File: config.mk
export PLATFORM = sky130hd
export DESIGN_NAME = rtc_interrupt_power_monitor
export DESIGN_NICKNAME = d
export VERILOG_FILES = /design/src/design/rtc_irq_pkg.sv /design/src/design/rtc_interrupt_power_monitor.sv
export VERILOG_INCLUDE_DIRS = /design/src /design/src/design
export SDC_FILE = /design/constraint.sdc
export NUM_CORES = 1
export LEC_CHECK = 0
export BUFFER_PORTS_ARGS = -buffer_cell sky130_fd_sc_hd__buf_4
export CORE_MARGIN = 10
export CORE_UTILIZATION = 31
export CTS_BUF_LIST = sky130_fd_sc_hd__clkbuf_16
export DETAILED_ROUTE_END_ITERATION = 10
export PLACE_DENSITY = 0.56
export SYNTH_ARGS = -nofsm -noshare
export SYNTH_HDL_FRONTEND = slang
export SYNTH_SLANG_ARGS = --single-unit
File: constraint.sdc
create_clock -name sys_clk -period 4.85 [get_ports sys_clk]
set_clock_uncertainty 0.1 [all_clocks]
set_input_delay 0.2425 -clock sys_clk [delete_from_list [all_inputs] [get_ports sys_clk]]
set_output_delay 0.2425 -clock sys_clk [all_outputs]
set_load 0.02 [all_outputs]
File: src/design/rtc_irq_defines.svh
// Register offsets, field positions, reset values and timing counts
`ifndef RTC_IRQ_DEFINES_SVH
`define RTC_IRQ_DEFINES_SVH

`define ADDR_W            19
`define EVENT_FLAGS_ADDR  19'h7FFF0
`define IRQ_CONTROL_ADDR  19'h7FFF6

// Event flags field positions
`define FLG_OSC_FAIL      4
`define FLG_POWER_FAIL    5
`define FLG_ALARM         6
`define FLG_WATCHDOG      7

// Interrupt control field positions
`define CTL_PULSE_LEVEL   2
`define CTL_HIGH_LOW      3
`define CTL_POWERFAIL_EN  5
`define CTL_ALARM_EN      6
`define CTL_WD_EN         7
`define CTL_WR_MASK       8'hEC

`define EVENT_FLAGS_RST   8'h00
`define IRQ_CONTROL_RST   8'h08

// Pulse width: 200 ms at a 100 ns clock period
`define PULSE_MS          200
`define CLK_PERIOD_NS     100
`define PULSE_CYCLES      ((`PULSE_MS * 1000000) / `CLK_PERIOD_NS)

`endif

File: src/design/rtc_irq_pkg.sv
// Types shared by the interrupt and power monitor block
package rtc_irq_pkg;

    typedef struct packed {
        logic watchdog;
        logic alarm;
        logic power_fail;
    } src_events_t;

    typedef enum logic [1:0] {
        ST_RECALL,
        ST_NORMAL,
        ST_BACKUP
    } pwr_state_t;

endpackage

File: src/design/rtc_interrupt_power_monitor.sv
// Interrupt flags, interrupt pin driver and power monitor of the RTC
`timescale 1ns/1ns
`include "rtc_irq_defines.svh"

// Overview of operation
// Supply falling to switch threshold starts a store of all memory.
// On backup supply, memory and clock user access is blocked.
// Timekeeping keeps running on backup; readable again after restore.
// Watchdog, power and alarm sources, each with its own enable bit.
// Interrupt output active only for flagged source with enable set.
// Pulse mode drives the output active for about 200 ms.
// Level mode holds the output active until flags are read.
// No interrupts generated while on backup power.
// Interrupts valid only after power-up recall completes.
// Watchdog timeout sets its flag; enable decides pin drive.
// Alarm match sets its flag; enable decides pin drive.
// Power fail sets its flag; enable decides pin drive.
// Polarity 1 push-pull high above threshold; 0 open-drain low.
// Reading flags clears all flags; level output goes inactive. The oscillator-fail bit here is not cleared and keeps following osc_fail.
// Flags read during a pulse ends the pulse early.
// Host does not read flags while pulse reset is in progress.
// Host reads flags to find the source, or polls them.
// Each source sets its own flag bit.
// Power-up loads flags with zero except oscillator-fail bit. Reset here loads that bit with zero too; it then follows osc_fail.
// Event in the same cycle as a flags read stays flagged.
module rtc_interrupt_power_monitor #(
    parameter int unsigned PULSE_CYCLES = `PULSE_CYCLES
) (
    input  wire logic                     sys_clk,
    input  wire logic                     rst,
    input  wire logic [`ADDR_W-1:0]       addr,
    input  wire logic [7:0]               wr_data,
    input  wire logic                     wr_stb,
    input  wire logic                     rd_stb,
    output logic      [7:0]               rd_data,
    input  wire logic                     vcc_above_switch,
    input  wire logic                     recall_done,
    input  wire logic                     osc_fail,
    input  wire rtc_irq_pkg::src_events_t src_events,
    output logic                          store_start,
    output logic                          backup_active,
    output logic                          user_access_ok,
    output logic                          int_out,
    output logic                          int_oe
);

    // Pin inputs from other domains pass two flops
    logic       vcc_s1_ff, vcc_s2_ff, nxt_vcc_s1, nxt_vcc_s2;
    logic       rcl_s1_ff, rcl_s2_ff, nxt_rcl_s1, nxt_rcl_s2;
    logic       osc_s1_ff, osc_s2_ff, nxt_osc_s1, nxt_osc_s2;
    logic [2:0] ev_s1_ff, ev_s2_ff, ev_s3_ff;
    logic [2:0] nxt_ev_s1, nxt_ev_s2, nxt_ev_s3;

    // Synchroniser next values
    always_comb
    begin
        nxt_vcc_s1 = vcc_above_switch;
        nxt_vcc_s2 = vcc_s1_ff;
        nxt_rcl_s1 = recall_done;
        nxt_rcl_s2 = rcl_s1_ff;
        nxt_osc_s1 = osc_fail;
        nxt_osc_s2 = osc_s1_ff;
        nxt_ev_s1  = {src_events.watchdog, src_events.alarm,
                      src_events.power_fail};
        nxt_ev_s2  = ev_s1_ff;
        nxt_ev_s3  = ev_s2_ff;
    end

    always_ff @(posedge sys_clk)
    begin
        if (rst)
        begin
            vcc_s1_ff <= 1'b0;
            vcc_s2_ff <= 1'b0;
            rcl_s1_ff <= 1'b0;
            rcl_s2_ff <= 1'b0;
            osc_s1_ff <= 1'b0;
            osc_s2_ff <= 1'b0;
            ev_s1_ff  <= 3'h0;
            ev_s2_ff  <= 3'h0;
            ev_s3_ff  <= 3'h0;
        end
        else
        begin
            vcc_s1_ff <= nxt_vcc_s1;
            vcc_s2_ff <= nxt_vcc_s2;
            rcl_s1_ff <= nxt_rcl_s1;
            rcl_s2_ff <= nxt_rcl_s2;
            osc_s1_ff <= nxt_osc_s1;
            osc_s2_ff <= nxt_osc_s2;
            ev_s1_ff  <= nxt_ev_s1;
            ev_s2_ff  <= nxt_ev_s2;
            ev_s3_ff  <= nxt_ev_s3;
        end
    end

    // Rising edges of synchronised source events
    logic [2:0] ev_rise;
    assign ev_rise = ev_s2_ff & ~ev_s3_ff;

    // Power state: recall after reset, then normal, backup on supply loss
    rtc_irq_pkg::pwr_state_t pwr_ff, nxt_pwr;
    logic store_ff, nxt_store;

    always_comb
    begin
        nxt_pwr   = pwr_ff;
        nxt_store = 1'b0;
        case (pwr_ff)
            rtc_irq_pkg::ST_RECALL:
            begin
                if (rcl_s2_ff && vcc_s2_ff)
                    nxt_pwr = rtc_irq_pkg::ST_NORMAL;
            end
            rtc_irq_pkg::ST_NORMAL:
            begin
                if (!vcc_s2_ff)
                begin
                    nxt_pwr   = rtc_irq_pkg::ST_BACKUP;
                    nxt_store = 1'b1;
                end
            end
            rtc_irq_pkg::ST_BACKUP:
            begin
                // Restore goes through recall again before access
                if (vcc_s2_ff)
                    nxt_pwr = rtc_irq_pkg::ST_RECALL;
            end
            default: nxt_pwr = rtc_irq_pkg::ST_RECALL;
        endcase
    end

    always_ff @(posedge sys_clk)
    begin
        if (rst)
        begin
            pwr_ff   <= rtc_irq_pkg::ST_RECALL;
            store_ff <= 1'b0;
        end
        else
        begin
            pwr_ff   <= nxt_pwr;
            store_ff <= nxt_store;
        end
    end

    logic normal;
    assign normal         = (pwr_ff == rtc_irq_pkg::ST_NORMAL);
    assign store_start    = store_ff;
    assign backup_active  = (pwr_ff == rtc_irq_pkg::ST_BACKUP);
    // Timekeeping lives outside; only user access is gated here
    assign user_access_ok = normal;

    // Register bus decode, ignored outside normal supply
    logic rd_flags, wr_ctl, rd_ctl;
    assign rd_flags = rd_stb && normal && (addr == `EVENT_FLAGS_ADDR);
    assign rd_ctl   = rd_stb && normal && (addr == `IRQ_CONTROL_ADDR);
    assign wr_ctl   = wr_stb && normal && (addr == `IRQ_CONTROL_ADDR);

    // Flags and control registers
    logic [7:0] flags_ff, nxt_flags, ctl_ff, nxt_ctl, rdat_ff, nxt_rdat;
    logic [2:0] set_ev;

    always_comb
    begin
        // Events only recorded under normal supply, power fail excepted
        set_ev    = ev_rise & {normal, normal, 1'b1};
        nxt_flags = flags_ff;
        nxt_ctl   = ctl_ff;
        nxt_rdat  = 8'h00;
        if (rd_flags)
        begin
            nxt_rdat  = flags_ff;
            nxt_flags = 8'h00;
        end
        if (rd_ctl)
            nxt_rdat = ctl_ff;
        if (wr_ctl)
            nxt_ctl = wr_data & `CTL_WR_MASK;
        // Set wins over the read clear
        if (set_ev[2])
            nxt_flags[`FLG_WATCHDOG]   = 1'b1;
        if (set_ev[1])
            nxt_flags[`FLG_ALARM]      = 1'b1;
        if (set_ev[0])
            nxt_flags[`FLG_POWER_FAIL] = 1'b1;
        // Oscillator fail is owned by the oscillator monitor
        nxt_flags[`FLG_OSC_FAIL] = osc_s2_ff;
    end

    always_ff @(posedge sys_clk)
    begin
        if (rst)
        begin
            flags_ff <= `EVENT_FLAGS_RST;
            ctl_ff   <= `IRQ_CONTROL_RST;
            rdat_ff  <= 8'h00;
        end
        else
        begin
            flags_ff <= nxt_flags;
            ctl_ff   <= nxt_ctl;
            rdat_ff  <= nxt_rdat;
        end
    end

    assign rd_data = rdat_ff;

    // Enabled pending sources
    logic pending;
    assign pending = normal && (
        (flags_ff[`FLG_WATCHDOG]   && ctl_ff[`CTL_WD_EN])    ||
        (flags_ff[`FLG_ALARM]      && ctl_ff[`CTL_ALARM_EN]) ||
        (flags_ff[`FLG_POWER_FAIL] && ctl_ff[`CTL_POWERFAIL_EN]));

    // Pulse timer: starts on a new enabled event, ends on timeout or read
    logic [31:0] pcnt_ff, nxt_pcnt;
    logic        pend_d_ff, nxt_pend_d;
    logic        act_ff, nxt_act;

    always_comb
    begin
        nxt_pend_d = pending;
        nxt_pcnt   = pcnt_ff;
        nxt_act    = 1'b0;
        if (ctl_ff[`CTL_PULSE_LEVEL])
        begin
            if (pending && !pend_d_ff)
                nxt_pcnt = PULSE_CYCLES;
            else if (pcnt_ff != 32'h0)
                nxt_pcnt = pcnt_ff - 32'h1;
            if (rd_flags || !normal)
                nxt_pcnt = 32'h0;
            nxt_act = (nxt_pcnt != 32'h0);
        end
        else
        begin
            nxt_pcnt = 32'h0;
            nxt_act  = pending && !rd_flags;
        end
    end

    always_ff @(posedge sys_clk)
    begin
        if (rst)
        begin
            pcnt_ff   <= 32'h0;
            pend_d_ff <= 1'b0;
            act_ff    <= 1'b0;
        end
        else
        begin
            pcnt_ff   <= nxt_pcnt;
            pend_d_ff <= nxt_pend_d;
            act_ff    <= nxt_act;
        end
    end

    // Pin driver: push-pull high, or open drain pulling low
    always_comb
    begin
        if (ctl_ff[`CTL_HIGH_LOW])
        begin
            // Drives only while supply is above threshold
            int_out = act_ff;
            int_oe  = vcc_s2_ff;
        end
        else
        begin
            int_out = 1'b0;
            int_oe  = act_ff;
        end
    end

    // Assertions
    irq_needs_src_a: assert property (@(posedge sys_clk) disable iff (rst)
        (nxt_act && !ctl_ff[`CTL_PULSE_LEVEL]) |-> pending)
        else $error("interrupt active without enabled flag");
    no_irq_backup_a: assert property (@(posedge sys_clk) disable iff (rst)
        !normal |=> !act_ff)
        else $error("interrupt active on backup");
    read_clears_a: assert property (@(posedge sys_clk) disable iff (rst)
        (rd_flags && ev_rise == 3'h0) |=> (flags_ff[7:5] == 3'h0))
        else $error("flags not cleared by read");
    set_wins_a: assert property (@(posedge sys_clk) disable iff (rst)
        (rd_flags && ev_rise[2]) |=> flags_ff[`FLG_WATCHDOG])
        else $error("event lost on read");
    store_on_loss_a: assert property (@(posedge sys_clk) disable iff (rst)
        (normal && !vcc_s2_ff) |=> store_start)
        else $error("store not started");
    pulse_early_a: assert property (@(posedge sys_clk) disable iff (rst)
        (rd_flags && ctl_ff[`CTL_PULSE_LEVEL]) |=> !act_ff)
        else $error("pulse not ended by read");
    pulse_start_a: assert property (@(posedge sys_clk) disable iff (rst)
        (ctl_ff[`CTL_PULSE_LEVEL] && pending && !pend_d_ff && !rd_flags
         && normal) |=> act_ff)
        else $error("pulse not started");
    access_block_a: assert property (@(posedge sys_clk) disable iff (rst)
        backup_active |-> !user_access_ok)
        else $error("access during backup");
    level_hold_a: assert property (@(posedge sys_clk) disable iff (rst)
        (!ctl_ff[`CTL_PULSE_LEVEL] && pending && !rd_flags) |=> act_ff)
        else $error("level interrupt dropped");
    wd_flag_a: assert property (@(posedge sys_clk) disable iff (rst)
        (ev_rise[2] && normal) |=> flags_ff[`FLG_WATCHDOG])
        else $error("watchdog flag not set");

    // Recall phase: pin quiet and user locked out until recall ends
    recall_idle_a: assert property (@(posedge sys_clk) disable iff (rst)
        (pwr_ff == rtc_irq_pkg::ST_RECALL) |-> !act_ff)
        else $error("interrupt active during recall");
    recall_lock_a: assert property (@(posedge sys_clk) disable iff (rst)
        (pwr_ff == rtc_irq_pkg::ST_RECALL) |-> !user_access_ok)
        else $error("access during recall");
    recall_exit_a: assert property (@(posedge sys_clk) disable iff (rst)
        (pwr_ff == rtc_irq_pkg::ST_RECALL && rcl_s2_ff && vcc_s2_ff)
        |=> normal)
        else $error("recall did not finish");
    restore_a: assert property (@(posedge sys_clk) disable iff (rst)
        (backup_active && vcc_s2_ff) |=> (pwr_ff == rtc_irq_pkg::ST_RECALL))
        else $error("restore did not start recall");

    // Pin driver in both polarities
    pp_follow_a: assert property (@(posedge sys_clk) disable iff (rst)
        ctl_ff[`CTL_HIGH_LOW] |-> (int_out == act_ff && int_oe == vcc_s2_ff))
        else $error("push-pull pin mismatch");
    od_low_a: assert property (@(posedge sys_clk) disable iff (rst)
        !ctl_ff[`CTL_HIGH_LOW] |-> !int_out)
        else $error("open drain drives high");
    od_enable_a: assert property (@(posedge sys_clk) disable iff (rst)
        !ctl_ff[`CTL_HIGH_LOW] |-> (int_oe == act_ff))
        else $error("open drain enable mismatch");

    // Store pulse is one cycle and only on entering backup
    store_once_a: assert property (@(posedge sys_clk) disable iff (rst)
        store_start |=> !store_start)
        else $error("store pulse too long");
    store_bkup_a: assert property (@(posedge sys_clk) disable iff (rst)
        store_start |-> backup_active)
        else $error("store outside backup");

    // Register port behaviour; past values skip the reset cycle
    rd_blocked_a: assert property (@(posedge sys_clk) disable iff (rst)
        ($past(rd_stb) && !$past(normal) && !$past(rst))
        |-> (rd_data == 8'h00))
        else $error("read data off normal supply");
    flags_read_a: assert property (@(posedge sys_clk) disable iff (rst)
        ($past(rd_flags) && !$past(rst)) |-> (rd_data == $past(flags_ff)))
        else $error("flags read data wrong");
    ctl_write_a: assert property (@(posedge sys_clk) disable iff (rst)
        ($past(wr_ctl) && !$past(rst))
        |-> (ctl_ff == ($past(wr_data) & `CTL_WR_MASK)))
        else $error("control write lost");
    ctl_hold_a: assert property (@(posedge sys_clk) disable iff (rst)
        (!$past(wr_ctl) && !$past(rst)) |-> (ctl_ff == $past(ctl_ff)))
        else $error("control changed without write");
    flags_rsv_a: assert property (@(posedge sys_clk) disable iff (rst)
        flags_ff[3:0] == 4'h0)
        else $error("reserved flag bits set");
    osc_mirror_a: assert property (@(posedge sys_clk) disable iff (rst)
        !$past(rst) |-> (flags_ff[`FLG_OSC_FAIL] == $past(osc_s2_ff)))
        else $error("oscillator flag mismatch");

    // Pulse counter bounds and source flags
    pulse_max_a: assert property (@(posedge sys_clk) disable iff (rst)
        pcnt_ff <= PULSE_CYCLES)
        else $error("pulse counter overrun");
    level_idle_a: assert property (@(posedge sys_clk) disable iff (rst)
        !ctl_ff[`CTL_PULSE_LEVEL] |=> (pcnt_ff == 32'h0))
        else $error("pulse counter runs in level mode");
    pf_flag_a: assert property (@(posedge sys_clk) disable iff (rst)
        ev_rise[0] |=> flags_ff[`FLG_POWER_FAIL])
        else $error("power fail flag not set");
    alarm_flag_a: assert property (@(posedge sys_clk) disable iff (rst)
        (ev_rise[1] && normal) |=> flags_ff[`FLG_ALARM])
        else $error("alarm flag not set");

endmodule // rtc_interrupt_power_monitor

## Word level (Yosys, flattened, before mapping)

Cells that the tools add are included.

- Bits in registers: 69
- Input port bits: 37
- Output and inout port bits: 13
- Word-level logic and storage cells: 83

- $add $sub $neg: 1
- Eq/ne operators: 7
- Mux-type cells: 18
- Bitwise logic cells: 6
- Reduce and logical (&&, ||, !) cells: 29

Operator list:

| operator | count |
|---|---|
| two-way mux 32 bit | 4 |
| nonzero test 32 bit | 2 |
| equality test 19 bit (second input constant) | 2 |
| subtractor 32 x 1 -> 32 bit (second input constant) | 1 |
| two-way mux 8 bit | 3 |
| logical AND 1 bit | 12 |
| two-way mux 1 bit | 7 |
| bitwise AND 3 bit | 2 |
| two-way mux 2 bit | 3 |
| case mux 2 bit (3 select lines) | 1 |
| nonzero test 2 bit | 3 |
| OR reduction 2 bit | 3 |
| != test 2 bit (second input constant) | 2 |
| zero test 1 bit | 3 |
| logical OR 1 bit | 3 |
| NOT 1 bit | 3 |
| NOT 3 bit | 1 |
| AND reduction 3 bit | 1 |
| OR reduction 3 bit | 1 |
| equality test 2 x 1 -> 1 bit (second input constant) | 1 |
| equality test 2 bit (second input constant) | 1 |
| zero test 2 bit | 1 |
| != test 2 x 1 -> 1 bit (second input constant) | 1 |

## Longest topological paths before layout

Gate-level depths: netlist of run 1.

- Depth after elaboration: 10
- Gate-level depth with buffers: 13
- Mapped depth without buffers: 10

## Worst setup path before layout of run 1

OpenSTA, ideal clock, no wires.

- Path type: register to register
- Start: register pcnt_ff[0]
- End: register act_ff
- Library setup time: 0.124 ns
- Arrival time: 2.468 ns
- Data required time: 4.626 ns
- Setup slack: 2.158 ns
- Cell stages (with the launch flop): 14
- Buffers on the path: 3
- Clock period less this slack: 2.692 ns
- Cells stage by stage: dfxtp_1 clkbuf_1 inv_1 ha_1 nor4b_1 nand2_1 or4_1 buf_2 buf_6 a311oi_2 nand3_1 nand4b_1 o21ai_1 a31oi_1

- Longest elaborated chain between the ends: 7
- Elaborated cells on any way between the ends: 8
- Those cells by class: 1 x add/sub; 5 x mux; 2 x reduce/logical

RTL lines:

| element | line | text |
|---|---|---|
| start, declared | rtc_interrupt_power_monitor.sv:217 | `logic [31:0] pcnt_ff, nxt_pcnt;` |
| start signal, assigned | rtc_interrupt_power_monitor.sv:253 | `pcnt_ff <= nxt_pcnt;` |
| subtractor 32 x 1 -> 32 bit / nonzero test 32 bit (equally long branches) | rtc_interrupt_power_monitor.sv:231, rtc_interrupt_power_monitor.sv:230 |  |
| two-way mux 32 bit (*) | rtc_interrupt_power_monitor.sv:230 | `else if (pcnt_ff != 32'h0)` |
| two-way mux 32 bit (*) | rtc_interrupt_power_monitor.sv:228 | `if (pending && !pend_d_ff)` |
| two-way mux 32 bit (*) | rtc_interrupt_power_monitor.sv:232 | `if (rd_flags \|\| !normal)` |
| two-way mux 32 bit (*) | rtc_interrupt_power_monitor.sv:226 | `` if (ctl_ff[`CTL_PULSE_LEVEL]) `` |
| nonzero test 32 bit (*) | rtc_interrupt_power_monitor.sv:234 | `nxt_act = (nxt_pcnt != 32'h0);` |
| two-way mux 1 bit (*) | rtc_interrupt_power_monitor.sv:226 |  |
| end signal, assigned | rtc_interrupt_power_monitor.sv:255 | `act_ff <= nxt_act;` |
| end, declared | rtc_interrupt_power_monitor.sv:219 | `logic act_ff, nxt_act;` |

Every way passes the cells marked *; elsewhere a longest branch is shown, timed or not. The select of a mux whose other input is x is not followed.
A chain may end at the register's enable or synchronous reset.

## Worst setup path in the final report of run 1

- Start: register pcnt_ff[12]
- End: register act_ff

The elaborated chain is that of the path after synthesis.

==> impl_metrics.ini, run 1 <==
[run_status]
status = completed

[synthesis]
synth_area_leaders = dfxtp_1 43%, nor2_1 5.9%, nor2b_1 4.4%
synth_seq_area_share_pct = 43.30
yosys.area.top_type_share_pct = 43.30
ys.flop_type = dfxtp_1
synth_edf_count = 0
synth.distinct_cells = 52
postSynthCellCount = 355
synthArstFlopShare_pct = 0
synth_area_sq_um = 3098
synth_warnings = 0
avgSynthCellArea_sq_um = 8.727
synth_top_area_cell = dfxtp_1
synth_seq_cells = 67

[power_and_ir_drop]
power.total_uw = 1257
p_per_area_nw_per_um2 = 329.3
ir_drop_mv = 0.1371
leakagePower_uw = 0.001539

[place]
dp.cells = 516
io_buffers = 44
dp_hpwl_mm = 5.774
routabilityCongestion = 0.9077
dpl_worst_slack_ns = 1.347

[timing]
fin_ws_ns = 1.278
fmax_ghz = 0.2799
setup-tns-final_ns = 0
finalMaxSlewViolations = 0
rsz0062_at_grt = false
tightest_slew_ns = 1.017
fin_crit_sh_pct = 73.65
timing.hold.ws_ns = 0.01724
final_hold_viol_count = 0
period_minus_slack_ns = 3.572
setup_viol = 0
slew-limit-headroom_pct = 32.00

[worst_setup_path]
r2r_start = pcnt_ff[12]
crit_start = pcnt_ff[12]
critPathLaunchType = flop
worst_ep_required_time_ns = 4.95
path_max_fanout = 14
crit_path_end_kind = flop
worst-setup-path-type = flop to flop
crit_arrival_ns = 3.68

[die]
initial_core_util_pct = 31.69
io_pins = 50
die_width_um = 120.0
dieArea_sq_um = 14390
fp-row-count = 36
die_y_um = 120.0
fp.coreArea_sq_um = 9774

[grt]
grt_pass1_vias = 2713
antenna_found_initial = 0
overflow = 0
grt_max_degree = 31
grt_usage_pct = 11.05
grt_pass1_wl_mm = 13.08

[clock_network]
htreeDepth = 3
cts_buffers = 9
cts_tree = done
post-cts-setup-buffers = 0
clockRootBuffer = clkbuf_16
clk_pin_slew_worst_paths_ns = 0.06
hold_buffers = 0
cts_sinks = 67
clock_latency_ns = 0.33
clock_path_buffers = 2
ctsResizeCount = 0

[final_layout]
syn_to_final_growth_pct = 23.18
drive_gt1_share_pct = 17.54
diodes = 0
final_net_count = 433
fin_cells = 532

[hold_path]
holdCritPathClass = primary input to flop
holdCritStartpoint = osc_fail

[detailed_routing]
via_per_inst = 5.100
wl_per_cell_um = 14.52
drc = 0
via_count = 2713
first_pass_iters = 4
drtIter0Drc = 171
ant_nets = 0
wirelength_mm = 7.727

[job]
cap_violations = 0
[registers in the layout (all words and copies together) (netlist names), 2 cells and up]
name / flops
flags_ff: 4
ev_s2_ff: 3
pwr_ff: 2
rd_data: 6
ev_s3_ff: 3
pcnt_ff: 32
ev_s1_ff: 3
ctl_ff: 5
[power breakdown]
part	switching, uW	internal [uW]
Combinational	12.5	22.3
Clock	257	407
Sequential	1.62	556
Total	271	985
[synth_stat cells (all sizes together), types with 2 or more instances]
library cell and instances:
nor2 49, clkbuf 11, o211ai 2, a21oi 14, nor4b 4, ha 2, inv 6, nor4 12
a31oi 4, o21ai 8, nand3 16, nand4b 3, dfxtp 67, a22o 4, nor2b 22, and4 2
xnor2 7, o31a 2, o31ai 3, nor3b 2, nand2b 4, a211oi 2, mux2 2, nand3b 2
buf 6, nor3 16, nand2 21, xor2 14, and3 5, or3 4, and2 6, or4 5
o21a 4, nand4 9, mux2i 5
[metal layers]
| layer | global-route usage [%] | up-vias | share of wire, % |
|---|---|---|---|
| met5 | 0 | - | 0 |
| met4 | 3.771 | 0 | 1.3 |
| met3 | 3.751 | 8 | 5.9 |
| met2 | 17.68 | 78 | 46 |
| met1 | 13.57 | 1275 | 47 |
| li1 | - | 1352 | - |
[layout make-up]
class,count,area (sq um)
Clock inverter,7,81.33
Clock buffer,9,225.2
Fill cell,988,5958
Inverter,6,22.52
Sequential cell,67,1341
Timing Repair Buffer,44,330.3
Tap cell,133,166.4
Multi-Input combinational cell,266,1649
[critical path, cell delays in order (launching register included)]
cell and delay [ns]:
dfxtp_1 0.41, nor4_4 0.38, nand4_1 0.49, or4_1 0.96, a31oi_1 0.35, nor4b_1 0.42, a41o_1 0.26, a31oi_1 0.08
[placed cells by master (no fill, tap or decap), drive strengths merged, types with 3 or more instances in the layout]
| master | synthesis | layout |
|---|---|---|
| nand4b | 3 | 3 |
| buf | 6 | 44 |
| o21ai | 8 | 8 |
| and3 | 5 | 5 |
| or3 | 4 | 4 |
| inv | 6 | 10 |
| dfxtp | 67 | 67 |
| a21oi | 14 | 14 |
| nor2 | 49 | 49 |
| or4 | 5 | 5 |
| nand2 | 21 | 21 |
| nor4 | 12 | 12 |
| nor3 | 16 | 16 |
| a22o | 4 | 4 |
| nand3 | 16 | 16 |
| mux2i | 5 | 5 |
| o21a | 4 | 4 |
| nor2b | 22 | 22 |
| nand2b | 4 | 4 |
| xnor2 | 7 | 7 |
| nand4 | 9 | 9 |
| nor4b | 4 | 4 |
| a31oi | 4 | 4 |
| o31ai | 3 | 3 |
| and2 | 6 | 6 |
| xor2 | 14 | 14 |
| clkbuf | 11 | 9 |
[kinds of logic after synthesis]
group / after synthesis / synth area share, %
AO/OA/AOI/OAI: 51 / 11.31
XOR/XNOR: 21 / 5.937
adder cells (fa/ha/maj): 2 / 0.8076
buffers and inverters: 23 / 3.594
flip-flops: 67 / 43.30
multiplexers: 7 / 2.343
other: 1 / 0.1210
AND/OR/NAND/NOR: 183 / 32.59
[stage by stage]
stage | util, % | cell area, sq um
3_5_place_dp | 35.91 | 3510
3_3_place_gp | 35.91 | 3510
4_1_cts | 39.04 | 3816
5_1_grt | 39.04 | 3816
2_1_floorplan | - | 3102
6_report | 39.04 | 3816
[final timing paths]
kind         slack [ns]  cells past startpoint           to
max                1.28                      7       act_ff
min                0.02                      2   nxt_osc_s2
max reg2reg        1.28                      7       act_ff
min reg2reg        0.32                      1  flags_ff[6]
Note: power is estimated with default switching activity, not from simulation.
==> run 2: changes to the inputs <==
- PLACE_DENSITY: 0.56 -> 0.58
- clock period: 4.85 -> 2.9 ns (I/O delays scaled with it)
==> run 2 against run 1 <==
Against the previous run:
- global-route usage grew 0.37 points
- sequential power rose by 67%
- hold slack improved by 0.0096 ns
- critical endpoint unchanged
- largest cell class unchanged
- highest routed layer unchanged
==> impl_metrics.ini, run 2 (same netlist as run 1, synthesis figures left out) <==
[timing]
setup_viol = 0
fmax_ghz = 0.3740
rsz0062_at_grt = false
slew-limit-headroom_pct = 59.75
setup-tns-final_ns = 0
fin_crit_sh_pct = 92.20
period_minus_slack_ns = 2.674
tightest_slew_ns = 0.5991
final_hold_viol_count = 0
fin_ws_ns = 0.2261
finalMaxSlewViolations = 0

[clock_network]
cts_tree = done
htreeDepth = 3
clock_latency_ns = 0.33
clockRootBuffer = clkbuf_16
post-cts-setup-buffers = 0
clock_path_buffers = 2
cts_buffers = 9
cts_sinks = 67
clk_pin_slew_worst_paths_ns = 0.06

[detailed_routing]
wirelength_mm = 8.069
wl_per_cell_um = 14.21
via_count = 2840
drtIter0Drc = 219
via_per_inst = 5.000
first_pass_iters = 5
ant_nets = 0
drc = 0

[power_and_ir_drop]
p_int_uw = 1745
p_seq_share_pct = 42.3
clkPwrFrac_pct = 54.5
p_sw_share_pct = 20.85
ir_drop_mv = 0.2933
p_per_area_nw_per_um2 = 530.0
switchingPower_uw = 459.7
leakagePower_uw = 0.001724
power.total_uw = 2205
p_comb_share_pct = 3.2

[job]
cap_violations = 0

[die]
initial_core_util_pct = 31.69
dieArea_sq_um = 14390
io_pins = 50
die_width_um = 120.0
fp.coreArea_sq_um = 9774
fp-row-count = 36
die_y_um = 120.0

[hold_path]
holdCritPathClass = primary input to flop

[final_layout]
fillers = 974
top_register = pcnt_ff
multiInputGateArea_sq_um = 1673
drive_gt1_share_pct = 22.76
seq_area_sq_um = 1341
largest_register_ff_count = 32
mostFrequentLayoutCells = 69 x buf_4, 67 x dfxtp_1, 49 x nor2_1, 22 x nor2b_1, 20 x nand2_1
layout_commonest_cell = buf_4
diodes = 0
syn_to_final_growth_pct = 34.29
final_net_count = 469

[grt]
grt_pass1_vias = 2811
overflow = 0
grt_usage_pct = 11.42
antenna_found_initial = 0
grt_max_degree = 31
grt_pass1_wl_mm = 13.72

[worst_setup_path]
crit_chain = nor4_4 -> nand4_1 -> or4_1 -> buf_4 -> a31oi_1 -> nor4b_2 -> a41o_1 -> a31oi_1
cp_top_family = simple AND/OR/NAND/NOR gates
slowest_stage = or4_1
cp_num_cells = 8
crit_path_end_kind = flop
crit_buf_inv = 1
critPathLaunchType = flop
path_max_fanout = 10
crit_top_cell = a31oi_1
crit_start = pcnt_ff[14]
slowest_delay_ns = 0.63
worst_ep_required_time_ns = 3.01
crit_arrival_ns = 2.78
r2r_end = act_ff
r2r_start = pcnt_ff[14]
endpoint = act_ff
worst-setup-path-type = flop to flop
r2r_slack_ns = 0.23
reg2reg_depth = 8

[place]
routabilityCongestion = 0.9422
dp_hpwl_mm = 6.059
io_buffers = 44
dpl_worst_slack_ns = 0.1249

[run_status]
status = completed
## run 2: cell types whose count changed in the layout (fill, tap and decap cells not counted), sizes merged
cell         change
inv              +1
bufinv           +1
buf             +25
clkinv           -2
dlygate4sd3     +11
## run 2: metal layers
| metal | track usage, % | routed length [um] | vias up | share of wire [%] |
|---|---|---|---|---|
| li1 | - | - | 1412 | - |
| met1 | 14.68 | 3688 | 1301 | 46 |
| met2 | 17.40 | 3564 | 107 | 44 |
| met3 | 3.938 | 665 | 20 | 8.2 |
| met4 | 3.922 | 151 | 0 | 1.9 |
| met5 | 0 | 0 | - | 0 |
## run 2: through the flow
step | hold slack (ns) | util, % | cell area (sq um) | instances
global route | 0.03963 | 42.56 | 4160 | 568
finish | 0.02686 | 42.56 | 4160 | 568
floorplan | 0.1732 | - | 3102 | 356
detailed placement | 0.2604 | 37.83 | 3697 | 541
CTS | 0.01571 | 42.32 | 4136 | 568
global placement | 0.2557 | 37.83 | 3697 | 541
## run 2: timing repair
item | CTS | global route
endpoints found under the hold margin | 11 | 0
hold buffers | 11 | 0
endpoints found under the setup margin | 0 | 1
gates resized for setup | 0 | 4
## run 2: layout make-up
class	instances	area share, %
Clock buffer	9	5.414
Clock inverter	7	2.496
Inverter	6	0.5414
Multi-Input combinational cell	266	40.21
Sequential cell	67	32.24
Tap cell	133	4.000
Timing Repair Buffer	80	15.10
## run 2: power by group through the flow
| stage | sequential [uW] | combinational (uW) | clock [uW] |
|---|---|---|---|
| 2_1_floorplan | 953 | 23.0 | 0 |
| 3_3_place_gp | 953 | 58.0 | 0 |
| 3_5_place_dp | 954 | 59.3 | 0 |
| 4_1_cts | 933 | 71.0 | 1230 |
| 5_1_grt | 934 | 77.6 | 1280 |
| 6_report | 933 | 70.5 | 1200 |
## run 2: worst min-delay path by stage
stage | depth (start not counted) | startpoint | to
global placement | 2 | vcc_above_switch | nxt_vcc_s2
CTS | 3 | rd_stb | rd_data[2]
detailed placement | 2 | src_events[1] | ev_s1_ff[1]
global route | 3 | rd_stb | rd_data[2]
finish | 3 | rd_stb | rd_data[2]
floorplan | 1 | src_events[0] | ev_s1_ff[0]
## run 2: worst reg2reg max path: cells and delay by family, from the launching register on
| kind | cells | cell delay, ns |
|---|---|---|
| AND/OR/NAND/NOR | 4 | 1.38 |
| buffers and inverters | 1 | 0.22 |
| flip-flops | 1 | 0.35 |
| AO/OA/AOI/OAI | 3 | 0.51 |
